## config.mk

```make
export PLATFORM = sky130hd
export DESIGN_NAME = pog_pio_cell
export DESIGN_NICKNAME = d
export VERILOG_FILES = /design/src/design/pog_pkg.sv /design/src/design/pog_pio_cell.sv
export SDC_FILE = /design/constraint.sdc
export NUM_CORES = 1
export LEC_CHECK = 0
export BUFFER_PORTS_ARGS = -buffer_cell sky130_fd_sc_hd__buf_2
export CORE_MARGIN = 4
export CORE_UTILIZATION = 40
export DETAILED_ROUTE_END_ITERATION = 10
export GPL_ROUTABILITY_DRIVEN = 0
export PLACE_DENSITY = 0.74
export SLEW_MARGIN = 40
export SYNTH_ARGS = -nofsm -noshare
export SYNTH_HDL_FRONTEND = slang
export SYNTH_SLANG_ARGS = --single-unit
```

## constraint.sdc

```tcl
create_clock -name ref_clk -period 5.8 [get_ports ref_clk]
set_input_delay 1.16 -clock ref_clk [delete_from_list [all_inputs] [get_ports ref_clk]]
set_output_delay 1.16 -clock ref_clk [all_outputs]
set_load 0.02 [all_outputs]
```

## src/design/pog_pkg.sv

```systemverilog
// constants, types and register map of the per-pin output, tri-state and gearbox block
// assumes one 50 MHz system clock; every pin-side clock is sampled by it
// Overview of operation
// - single-rate output passes first core bit via one register or latch.
// - generic double-rate captures both bits on rise, second re-registered on fall.
// - generic double-rate mux alternates rise and fall registers on same clock.
// - memory double-rate captures both bits on rise, second moved on fall.
// - memory double-rate mux is switched by the shifted write strobe clock.
// - only right-edge blocks offer memory double-rate; other edges fall back.
// - single-rate tri-state control registered once, drives buffer enable.
// - memory mode tri-state passes one more register on write strobe clock.
// - input gearbox works as 1:7, one 1:8 or two independent 1:4.
// - input words on bits 6..0, 7..0; 1:4 lanes on 7..4 and 3..0.
// - input gearbox takes delayed pad data on edge clock; core gives align.
// - align request shifts the deserializer word boundary by one bit.
// - output gearbox works as 7:1, one 8:1 or two independent 4:1.
// - gearbox has slow sample, transfer and fast shift register stages.
package pog_pkg;

    // apb register byte offsets
    localparam logic [7:0] CTRL_OFFSET   = 8'h00;
    localparam logic [7:0] STATUS_OFFSET = 8'h04;

    // control field positions
    localparam int OUT_MODE_POS  = 0;
    localparam int GEAR_MODE_POS = 2;
    localparam int STROBE_TS_POS = 4;

    // status field positions
    localparam int RX_WORD_POS  = 0;
    localparam int BIT_CNT_POS  = 8;
    localparam int TS_STATE_POS = 11;

    // last bit index of a word per gear mode
    localparam logic [2:0] LAST_BIT_VIDEO  = 3'h6;
    localparam logic [2:0] LAST_BIT_WIDE   = 3'h7;
    localparam logic [2:0] LAST_BIT_NARROW = 3'h3;

    // values after reset
    localparam logic [31:0] CTRL_RESET   = 32'h0000_0000;
    localparam logic [7:0]  WORD_RESET   = 8'h00;
    localparam logic [2:0]  BIT_CNT_INIT = 3'h0;

    typedef enum logic [1:0] {
        single_rate_mode,
        single_rate_latch,
        generic_ddr,
        memory_ddr
    } pog_out_mode_type;

    typedef enum logic [1:0] {
        video_gear_mode,
        wide_ddr_gear_mode,
        narrow_ddr_gear_mode,
        spare_gear_mode
    } pog_gear_type;

    typedef struct packed {
        logic             strobeTs;
        pog_gear_type     gear;
        pog_out_mode_type outMode;
    } pog_ctrl_type;

    function automatic logic [2:0] lastBit(input pog_gear_type g);
        case (g)
            video_gear_mode:      lastBit = LAST_BIT_VIDEO;
            narrow_ddr_gear_mode: lastBit = LAST_BIT_NARROW;
            default:              lastBit = LAST_BIT_WIDE;
        endcase
    endfunction

endpackage

```

## src/design/pog_pio_cell.sv

```systemverilog
// output register, tri-state register, 1:8 input and 8:1 output gearboxes of a pin pair
// assumes pin-side clocks are far slower than ref_clk so each edge is seen once
//
// Local design decisions: the APB slave port and the placing of the registers.
module pog_pio_cell #(
    parameter bit RIGHT_EDGE = 1'b1
) (
    // system
    input  wire logic        ref_clk,
    input  wire logic        sys_rst,
    // apb slave
    input  wire logic        psel,
    input  wire logic        penable,
    input  wire logic        pwrite,
    input  wire logic [7:0]  paddr,
    input  wire logic [31:0] pwdata,
    output logic      [31:0] prdata,
    output logic             pready,
    output logic             pslverr,
    // core side
    input  wire logic        firstCoreBit,
    input  wire logic        secondCoreBit,
    input  wire logic        tristateCtrlIn,
    input  wire logic        wordAlignReq,
    input  wire logic        gearRst,
    input  wire logic [7:0]  txWord,
    output logic      [7:0]  rxWord,
    output logic             slowClkEn,
    // pin side clocks
    input  wire logic [1:0]  fastEdgeClk,
    input  wire logic        writeStrobeShiftedClk,
    // pads
    output logic             padOut,
    output logic             padOe,
    input  wire logic        serInA,
    input  wire logic        serInC,
    output logic             serOutA,
    output logic             serOutC
);

    pog_pkg::pog_ctrl_type ctrl;
    logic [4:0] syncA;
    logic [4:0] syncB;
    logic [2:0] prevLvl;
    logic       bitEv;
    logic       ioRise;
    logic       ioFall;
    logic       strobeRise;
    logic       memMode;
    logic       riseDataReg;
    logic       secondRise;
    logic       fallDataReg;
    logic       tristateRegOut;
    logic       tsStrobe;
    logic [2:0] bitCnt;
    logic       slipPend;
    logic       wordEnd;
    logic [7:0] txStage1;
    logic [7:0] txStage2;
    logic [7:0] txShift;
    logic [7:0] rxShift;
    logic [7:0] next_rxShift;
    logic [7:0] rxHold;
    logic       apbWrite;

    // two flops per pin input; only stage B is read by logic
    always_ff @(posedge ref_clk)
    begin
        if (sys_rst)
        begin
            syncA   <= 5'h00;
            syncB   <= 5'h00;
            prevLvl <= 3'h0;
        end
        else
        begin
            syncA   <= {fastEdgeClk, writeStrobeShiftedClk, serInA, serInC};
            syncB   <= syncA;
            prevLvl <= syncB[4:2];
        end
    end

    // edge clock bit 0 times gearbox bits on both edges, bit 1 clocks the output register
    assign bitEv      = syncB[3] ^ prevLvl[1];
    assign ioRise     = syncB[4] & ~prevLvl[2];
    assign ioFall     = ~syncB[4] & prevLvl[2];
    assign strobeRise = syncB[2] & ~prevLvl[0];
    assign memMode    = (ctrl.outMode == pog_pkg::memory_ddr) && RIGHT_EDGE;

    // apb slave: zero wait states, error on unmapped address
    assign pready   = 1'b1;
    assign apbWrite = psel && penable && pwrite;
    assign pslverr  = psel && penable
                      && paddr != pog_pkg::CTRL_OFFSET && paddr != pog_pkg::STATUS_OFFSET;

    always_ff @(posedge ref_clk)
    begin
        if (sys_rst)
            ctrl <= pog_pkg::pog_ctrl_type'(pog_pkg::CTRL_RESET[4:0]);
        else if (apbWrite && paddr == pog_pkg::CTRL_OFFSET)
            ctrl <= pog_pkg::pog_ctrl_type'(pwdata[4:0]);
    end

    always_comb
    begin
        prdata = 32'h0000_0000;
        if (paddr == pog_pkg::CTRL_OFFSET)
            prdata[4:0] = ctrl;
        else if (paddr == pog_pkg::STATUS_OFFSET)
        begin
            prdata[pog_pkg::RX_WORD_POS +: 8]  = rxWord;
            prdata[pog_pkg::BIT_CNT_POS +: 3]  = bitCnt;
            prdata[pog_pkg::TS_STATE_POS]      = tristateRegOut;
        end
    end

    // output register block
    always_ff @(posedge ref_clk)
    begin
        if (sys_rst)
        begin
            riseDataReg <= 1'b0;
            secondRise  <= 1'b0;
        end
        else if (ctrl.outMode == pog_pkg::single_rate_latch)
        begin
            if (syncB[4])
                riseDataReg <= firstCoreBit;
        end
        else if (ioRise)
        begin
            riseDataReg <= firstCoreBit;
            secondRise  <= secondCoreBit;
        end
    end

    always_ff @(posedge ref_clk)
    begin
        if (sys_rst)
            fallDataReg <= 1'b0;
        else if (ioFall)
            fallDataReg <= secondRise;
    end

    // mux select: edge clock level, or write strobe level in memory mode
    always_ff @(posedge ref_clk)
    begin
        if (sys_rst)
            padOut <= 1'b0;
        else if (ctrl.outMode == pog_pkg::single_rate_mode
                 || ctrl.outMode == pog_pkg::single_rate_latch)
            padOut <= riseDataReg;
        else if (memMode)
            padOut <= syncB[2] ? riseDataReg : fallDataReg;
        else
            padOut <= syncB[4] ? riseDataReg : fallDataReg;
    end

    // tri-state register block; high control means buffer off
    always_ff @(posedge ref_clk)
    begin
        if (sys_rst)
            tristateRegOut <= 1'b1;
        else if (ioRise)
            tristateRegOut <= tristateCtrlIn;
    end

    always_ff @(posedge ref_clk)
    begin
        if (sys_rst)
            tsStrobe <= 1'b1;
        else if (strobeRise)
            tsStrobe <= tristateRegOut;
    end

    assign padOe = memMode ? ~tsStrobe : ~tristateRegOut;

    // word framing shared by both gearboxes
    assign wordEnd = bitEv && !slipPend && bitCnt == pog_pkg::lastBit(ctrl.gear);

    always_ff @(posedge ref_clk)
    begin
        if (sys_rst || gearRst)
        begin
            bitCnt   <= pog_pkg::BIT_CNT_INIT;
            slipPend <= 1'b0;
        end
        else
        begin
            if (wordAlignReq)
                slipPend <= 1'b1;
            else if (bitEv)
                slipPend <= 1'b0;
            // a pending slip holds the count for one bit, moving the boundary
            if (bitEv && !slipPend)
                bitCnt <= wordEnd ? pog_pkg::BIT_CNT_INIT : bitCnt + 3'h1;
        end
    end

    // slow core enable at the first bit of each word: core samples rxWord, presents txWord
    always_ff @(posedge ref_clk)
    begin
        if (sys_rst || gearRst)
            slowClkEn <= 1'b0;
        else
            slowClkEn <= bitEv && !slipPend && bitCnt == pog_pkg::BIT_CNT_INIT;
    end

    // output gearbox: slow sample, transfer, fast shift
    always_ff @(posedge ref_clk)
    begin
        if (sys_rst || gearRst)
        begin
            txStage1 <= pog_pkg::WORD_RESET;
            txStage2 <= pog_pkg::WORD_RESET;
            txShift  <= pog_pkg::WORD_RESET;
        end
        else
        begin
            if (slowClkEn)
                txStage1 <= txWord;
            if (wordEnd)
            begin
                txStage2 <= txStage1;
                txShift  <= txStage2;
            end
            else if (bitEv)
            begin
                if (ctrl.gear == pog_pkg::narrow_ddr_gear_mode)
                    txShift <= {1'b0, txShift[7:5], 1'b0, txShift[3:1]};
                else
                    txShift <= {1'b0, txShift[7:1]};
            end
        end
    end

    // lane A shifts bits 3..0, lane C bits 7..4 in narrow mode
    always_ff @(posedge ref_clk)
    begin
        if (sys_rst || gearRst)
        begin
            serOutA <= 1'b0;
            serOutC <= 1'b0;
        end
        else
        begin
            serOutA <= txShift[0];
            serOutC <= ctrl.gear == pog_pkg::narrow_ddr_gear_mode ? txShift[4] : 1'b0;
        end
    end

    // input gearbox: earliest bit ends in the lowest position of its lane
    always_comb
    begin
        next_rxShift = rxShift;
        case (ctrl.gear)
            pog_pkg::video_gear_mode:
                next_rxShift = {1'b0, syncB[1], rxShift[6:1]};
            pog_pkg::narrow_ddr_gear_mode:
                next_rxShift = {syncB[1], rxShift[7:5], syncB[0], rxShift[3:1]};
            default:
                next_rxShift = {syncB[1], rxShift[7:1]};
        endcase
    end

    always_ff @(posedge ref_clk)
    begin
        if (sys_rst || gearRst)
        begin
            rxShift <= pog_pkg::WORD_RESET;
            rxHold  <= pog_pkg::WORD_RESET;
            rxWord  <= pog_pkg::WORD_RESET;
        end
        else
        begin
            if (bitEv)
                rxShift <= next_rxShift;
            if (wordEnd)
                rxHold <= next_rxShift;
            if (slowClkEn)
                rxWord <= rxHold;
        end
    end
endmodule // pog_pio_cell

```

* Yosys cells after proc, flatten, opt, wreduce, memory -nomap -nowiden
Index checks and enable logic that the tools add are counted.
** Storage, ports and cells
- Bits in registers :: 79
- Output and inout bits :: 47
- Logic and storage cells :: 83
** Cells by class
- Add/subtract/negate cells :: 1
- Equality and inequality tests :: 7
- Mux-type cells :: 19
- Bitwise logic cells :: 11
- Reductions and logical operators :: 22
** Operators by type and width (number)
- 8-bit 2-to-1 mux :: 2
- 8-bit case mux with 2 select lines :: 1
- 12-bit 2-to-1 mux :: 1
- 1-bit 2-to-1 mux :: 10
- 8-bit by 3-bit equality test with 1-bit output, second input constant :: 1
- 1-bit logical AND :: 8
- 8-bit logical NOT :: 1
- 8-bit by 3-bit != test with 1-bit output, second input constant :: 1
- 8-bit nonzero test :: 1
- 7-bit 2-to-1 mux :: 1
- 1-bit NOT :: 7
- 3-bit case mux with 2 select lines :: 1
- 2-bit nonzero test :: 3
- 5-bit 2-to-1 mux :: 1
- 2-bit equality test, second input constant :: 2
- 2-bit logical NOT :: 2
- 4-bit 2-to-1 mux :: 1
- 2-bit AND reduction :: 2
- 3-bit by 1-bit adder with 3-bit output, second input constant :: 1
- 1-bit AND :: 3
- 3-bit equality test :: 1
- 3-bit logical NOT :: 1
- 3-bit 2-to-1 mux :: 1
- 2-bit by 1-bit equality test with 1-bit output, second input constant :: 1
- other kinds (5) :: 6

* Depth between registers and ports, before layout
- Depth after elaboration :: 5
- Gate-level depth with buffers :: 6
- Gate-level depth less buffers :: 4

* Worst setup path before layout
OpenSTA, ideal clock, no wires.
- Path type :: input to output
- Start point :: input port paddr[5]
- End point :: output port prdata[0]
- Arrival time :: 2.549 ns
- Data required time :: 4.640 ns
- Setup slack :: 2.091 ns
- Stages :: 4
- Buffers on the path :: 0
- Cell sequence :: or4_4 > or2_2 > nor2_1 > a22o_1
** On the way
- Cells in the longest elaborated chain, start to end :: 3
** RTL lines
- from (decl) :: RTL line pog_pio_cell.sv:15 : input wire logic [7:0] paddr,
- 8-bit by 3-bit equality test with 1-bit output :: RTL line pog_pio_cell.sv:109 : else if (paddr == pog_pkg::STATUS_OFFSET)
- 12-bit 2-to-1 mux :: RTL line pog_pio_cell.sv:109
- 5-bit 2-to-1 mux (*) :: RTL line pog_pio_cell.sv:107 : if (paddr == pog_pkg::CTRL_OFFSET)
- to (decl) :: RTL line pog_pio_cell.sv:17 : output logic [31:0] prdata,
Mark *: on every way between the ends. The rest lies on a longest branch, timed or not.

* Final worst setup path
- Start point :: input port paddr[5]
- End point :: output port prdata[2]
The elaborated chain is that of the path after synthesis.

==> results.rst <==
.. list-table::
   :header-rows: 1

   * - Metric
     - Value
   * - Maximum frequency from static timing analysis
     - 249 MHz
   * - Number of input and output port buffers inserted
     - 61
   * - Largest fanout on the critical path
     - 5
   * - Part of the total power dissipated in sequential elements
     - 0.547
   * - Area of the mapped netlist
     - 0.00322 mm²
   * - Total length of routed wires
     - 6.68 mm
   * - Arr. time, crit path
     - 2.85 ns
   * - DRT antenna net count
     - 0
   * - Number of clock buffers inserted by TritonCTS
     - 9
   * - Clock network fraction of design power
     - 0.387
   * - Critical Path Sink Type
     - output pin
   * - Number of buffers inserted by post-CTS setup repair
     - 0
   * - Layout area overhead
     - 16.1%
   * - Clock tree from TritonCTS
     - yes
   * - Die area
     - 0.00954 mm²
   * - Final-stage net count
     - 474
   * - First-iteration detailed-routing DRC count
     - 126
   * - Power density of the placed cells
     - 269 mW/mm²
   * - Final clock period utilization by the worst path
     - 0.691
   * - Pin count of the biggest net entering global routing
     - 45
   * - Crit Path Category
     - in -> out
   * - Cells after Synth
     - 353
   * - Root buffer cell
     - clkbuf_8
   * - CTS H-Tree Depth
     - 3
   * - Share of cells above drive strength 1
     - 0.215
   * - Number of gates resized after cts
     - 0
   * - Slew margin rel.
     - 0.492
   * - Share of the yosys chip area belonging to registers
     - 0.486
   * - Total power after layout
     - 1.01 mW
   * - Critical Path Source Type
     - input pin
   * - Outcome
     - finished, final reports clean
   * - Combinational share of power
     - 0.066
   * - Sum of overflow across all layers after global routing
     - 0
   * - Core area
     - 0.00777 mm²
   * - Wire length of the first global-routing pass
     - 11.0 mm
   * - VDD IR-drop max
     - 0.0957 mV
   * - Antenna violations before repair
     - 0
   * - Netlist cell types
     - 41
   * - Global Route Usage Sum
     - 0.143
   * - Initial Util
     - 0.414
   * - Flip-flop and latch count after synthesis
     - 78
   * - Dpl hpwl
     - 4.55 mm
   * - Fin. Hold Viols
     - 0
   * - Number of maximum-capacitance violations
     - 0
   * - Internal Dissipation
     - 0.772 mW
   * - Required arrival time at the worst endpoint
     - 4.64 ns
   * - Switching power as a share of total power
     - 0.232
   * - Worst Hold Class
     - reg -> reg
   * - Max Clock Skew
     - 0.00704 ns
   * - Number of buffers inserted by hold repair at cts
     - 0
   * - Total number of yosys warnings
     - 0
   * - Post-synthesis area per instance
     - 9.11 µm²
   * - Clock-pin transition on the worst setup and hold timing paths
     - 0.08 ns
   * - Latest clock arrival within the worst-skew pair
     - 0.34 ns
   * - Non-filler instance count after layout
     - 515
   * - Measured slew at the worst slew-check pin
     - 0.762 ns
   * - Fraction of registers with async set or reset after synthesis
     - 0
   * - Final setup viols
     - 0
   * - Via count
     - 2545
   * - NetSw
     - 0.233 mW
   * - RSZ-0062 raised after global routing
     - no
   * - Top Ports
     - 110
   * - Cell Count Post-Placement
     - 499
   * - Number of pins exceeding their max-slew limit in the final report
     - 0
   * - Average wire length per cell after detail routing
     - 13.0 µm
   * - EDFF count, synth
     - 0
   * - Die span in y
     - 97.7 µm
   * - Fin Setup TNS
     - 0 ns
   * - Maximum buffer depth of the clock tree
     - 2
   * - Horizontal die dimension
     - 97.7 µm
   * - Minimum clock period
     - 4.01 ns
   * - Flip-flop cell with the highest count after synthesis
     - dfxtp_1
   * - Routed vias/inst
     - 4.94
   * - FP Rows
     - 32
   * - Pre-Repair DR Iteration Count
     - 4
   * - N_diodes
     - 0
   * - Number of global-route vias before repair
     - 2369
   * - Number of clock sinks seen by CTS
     - 78
   * - DR DRC count
     - 0
   * - Leakage power total
     - 1.49 nW
Yosys cell counts (2+ instances only):
cell,n,area share
conb_1,2,0.0023
a21oi_1,40,0.062
buf_4,23,0.054
mux2i_1,27,0.084
a22o_1,5,0.014
ha_1,2,0.0078
and3_1,3,0.0058
nor2b_1,19,0.037
nand2_1,19,0.022
nor2_1,32,0.037
dfxtp_1,78,0.49
clkbuf_1,15,0.018
o21ai_0,27,0.042
a211oi_1,4,0.0093
a211o_1,2,0.0054
inv_1,4,0.0047
nor3_1,4,0.0062
and2_1,6,0.012
or2_2,2,0.0039
nand3_1,18,0.028
worst max-delay path, cell delays in order:
cell and delay [ns]:
buf_2 0.09, or4_4 0.54, or2_2 0.37, nor2_1 0.33, a22o_1 0.19, buf_2 0.16
per-layer routing:
layer	up-vias	routed length, µm	share of wire	GRT usage
met1	1169	3080	0.46	0.180
met4	0	100	0.015	0.0543
met5	-	0	0	0
met3	7	412	0.062	0.0503
met2	80	3090	0.46	0.224
li1	1289	-	-	-
state kept, by name, summed over array words and instances (netlist names), 3 cells and up:
name,cells
syncA,5
ctrl,5
txShift,8
txStage2,8
rxShift,7
txStage1,8
syncB,5
rxWord,8
rxHold,8
bitCnt,3
prevLvl,3
cells in the final DEF (no fill, tap or decap), types with 3 or more instances in the layout:
| cell | synthesis | layout |
|---|---|---|
| dfxtp_1 | 78 | 77 |
| buf_2 | 1 | 61 |
| a21oi_1 | 40 | 40 |
| nor2_1 | 32 | 32 |
| mux2i_1 | 27 | 27 |
| o21ai_0 | 27 | 27 |
| conb_1 | 2 | 21 |
| nand2_1 | 19 | 19 |
| nor2b_1 | 19 | 19 |
| nand3_1 | 18 | 18 |
| clkbuf_8 | 0 | 10 |
| and2_1 | 6 | 6 |
| a22o_1 | 5 | 5 |
| inv_1 | 4 | 4 |
| nor3_1 | 4 | 4 |
| a211oi_1 | 4 | 4 |
| clkinv_2 | 0 | 4 |
| buf_4 | 23 | 4 |
| and3_1 | 3 | 3 |
final timing paths:
path	from	to	slack (ns)	cells after the start
setup / recovery	paddr[5]	prdata[2]	1.79	6
hold / removal	syncA[3]$_SDFF_PP0_	syncB[3]$_SDFF_PP0_	0.44	1
setup reg to reg	bitCnt[2]$_SDFFE_PP0P_	rxHold[6]$_SDFFE_PP0P_	3.65	4
hold reg to reg	syncA[3]$_SDFF_PP0_	syncB[3]$_SDFF_PP0_	0.44	1
power by group through the flow:
stage               Sequential, mW  Combinational, mW  Clock (mW)
floorplan                    0.559             0.0552           0
global placement             0.562             0.0628           0
detailed placement           0.562             0.0642           0
CTS                          0.550             0.0646       0.399
global route                 0.551             0.0737       0.424
finish                       0.550             0.0668       0.389
kinds of logic (layout without fill, tap and decap cells):
family          count (synthesis)  in the layout  share of synthesized area
compound gates                 85             85                      0.151
buf+inv                        44             85                     0.0786
fa+ha+maj                       2              2                    0.00778
other cells                     2             21                    0.00234
mux                            27             27                     0.0840
xor+xnor                        2              2                    0.00545
simple gates                  113            113                      0.185
flops                          78             78                      0.486
cell type report:
cell class	count	area (µm²)
clock inverter	5	50.0
clock buffer	10	138
multi-input combinational	250	1480
fill	738	4030
tap	102	128
inverter	4	15.0
timing repair buffer	66	363
sequential	78	1560
metrics by stage:
| stage | util | setup WS, ns | area [µm²] | hold slack (ns) |
|---|---|---|---|---|
| floorplan | - | 2.09 | 3290 | 0.414 |
| global placement | 0.453 | 1.79 | 3520 | 0.416 |
| detailed placement | 0.453 | 1.78 | 3520 | 0.427 |
| CTS | 0.477 | 1.78 | 3710 | 0.446 |
| global route | 0.481 | 1.70 | 3730 | 0.461 |
| finish | 0.481 | 1.79 | 3730 | 0.443 |
Note: power is estimated with default switching activity, not from simulation.
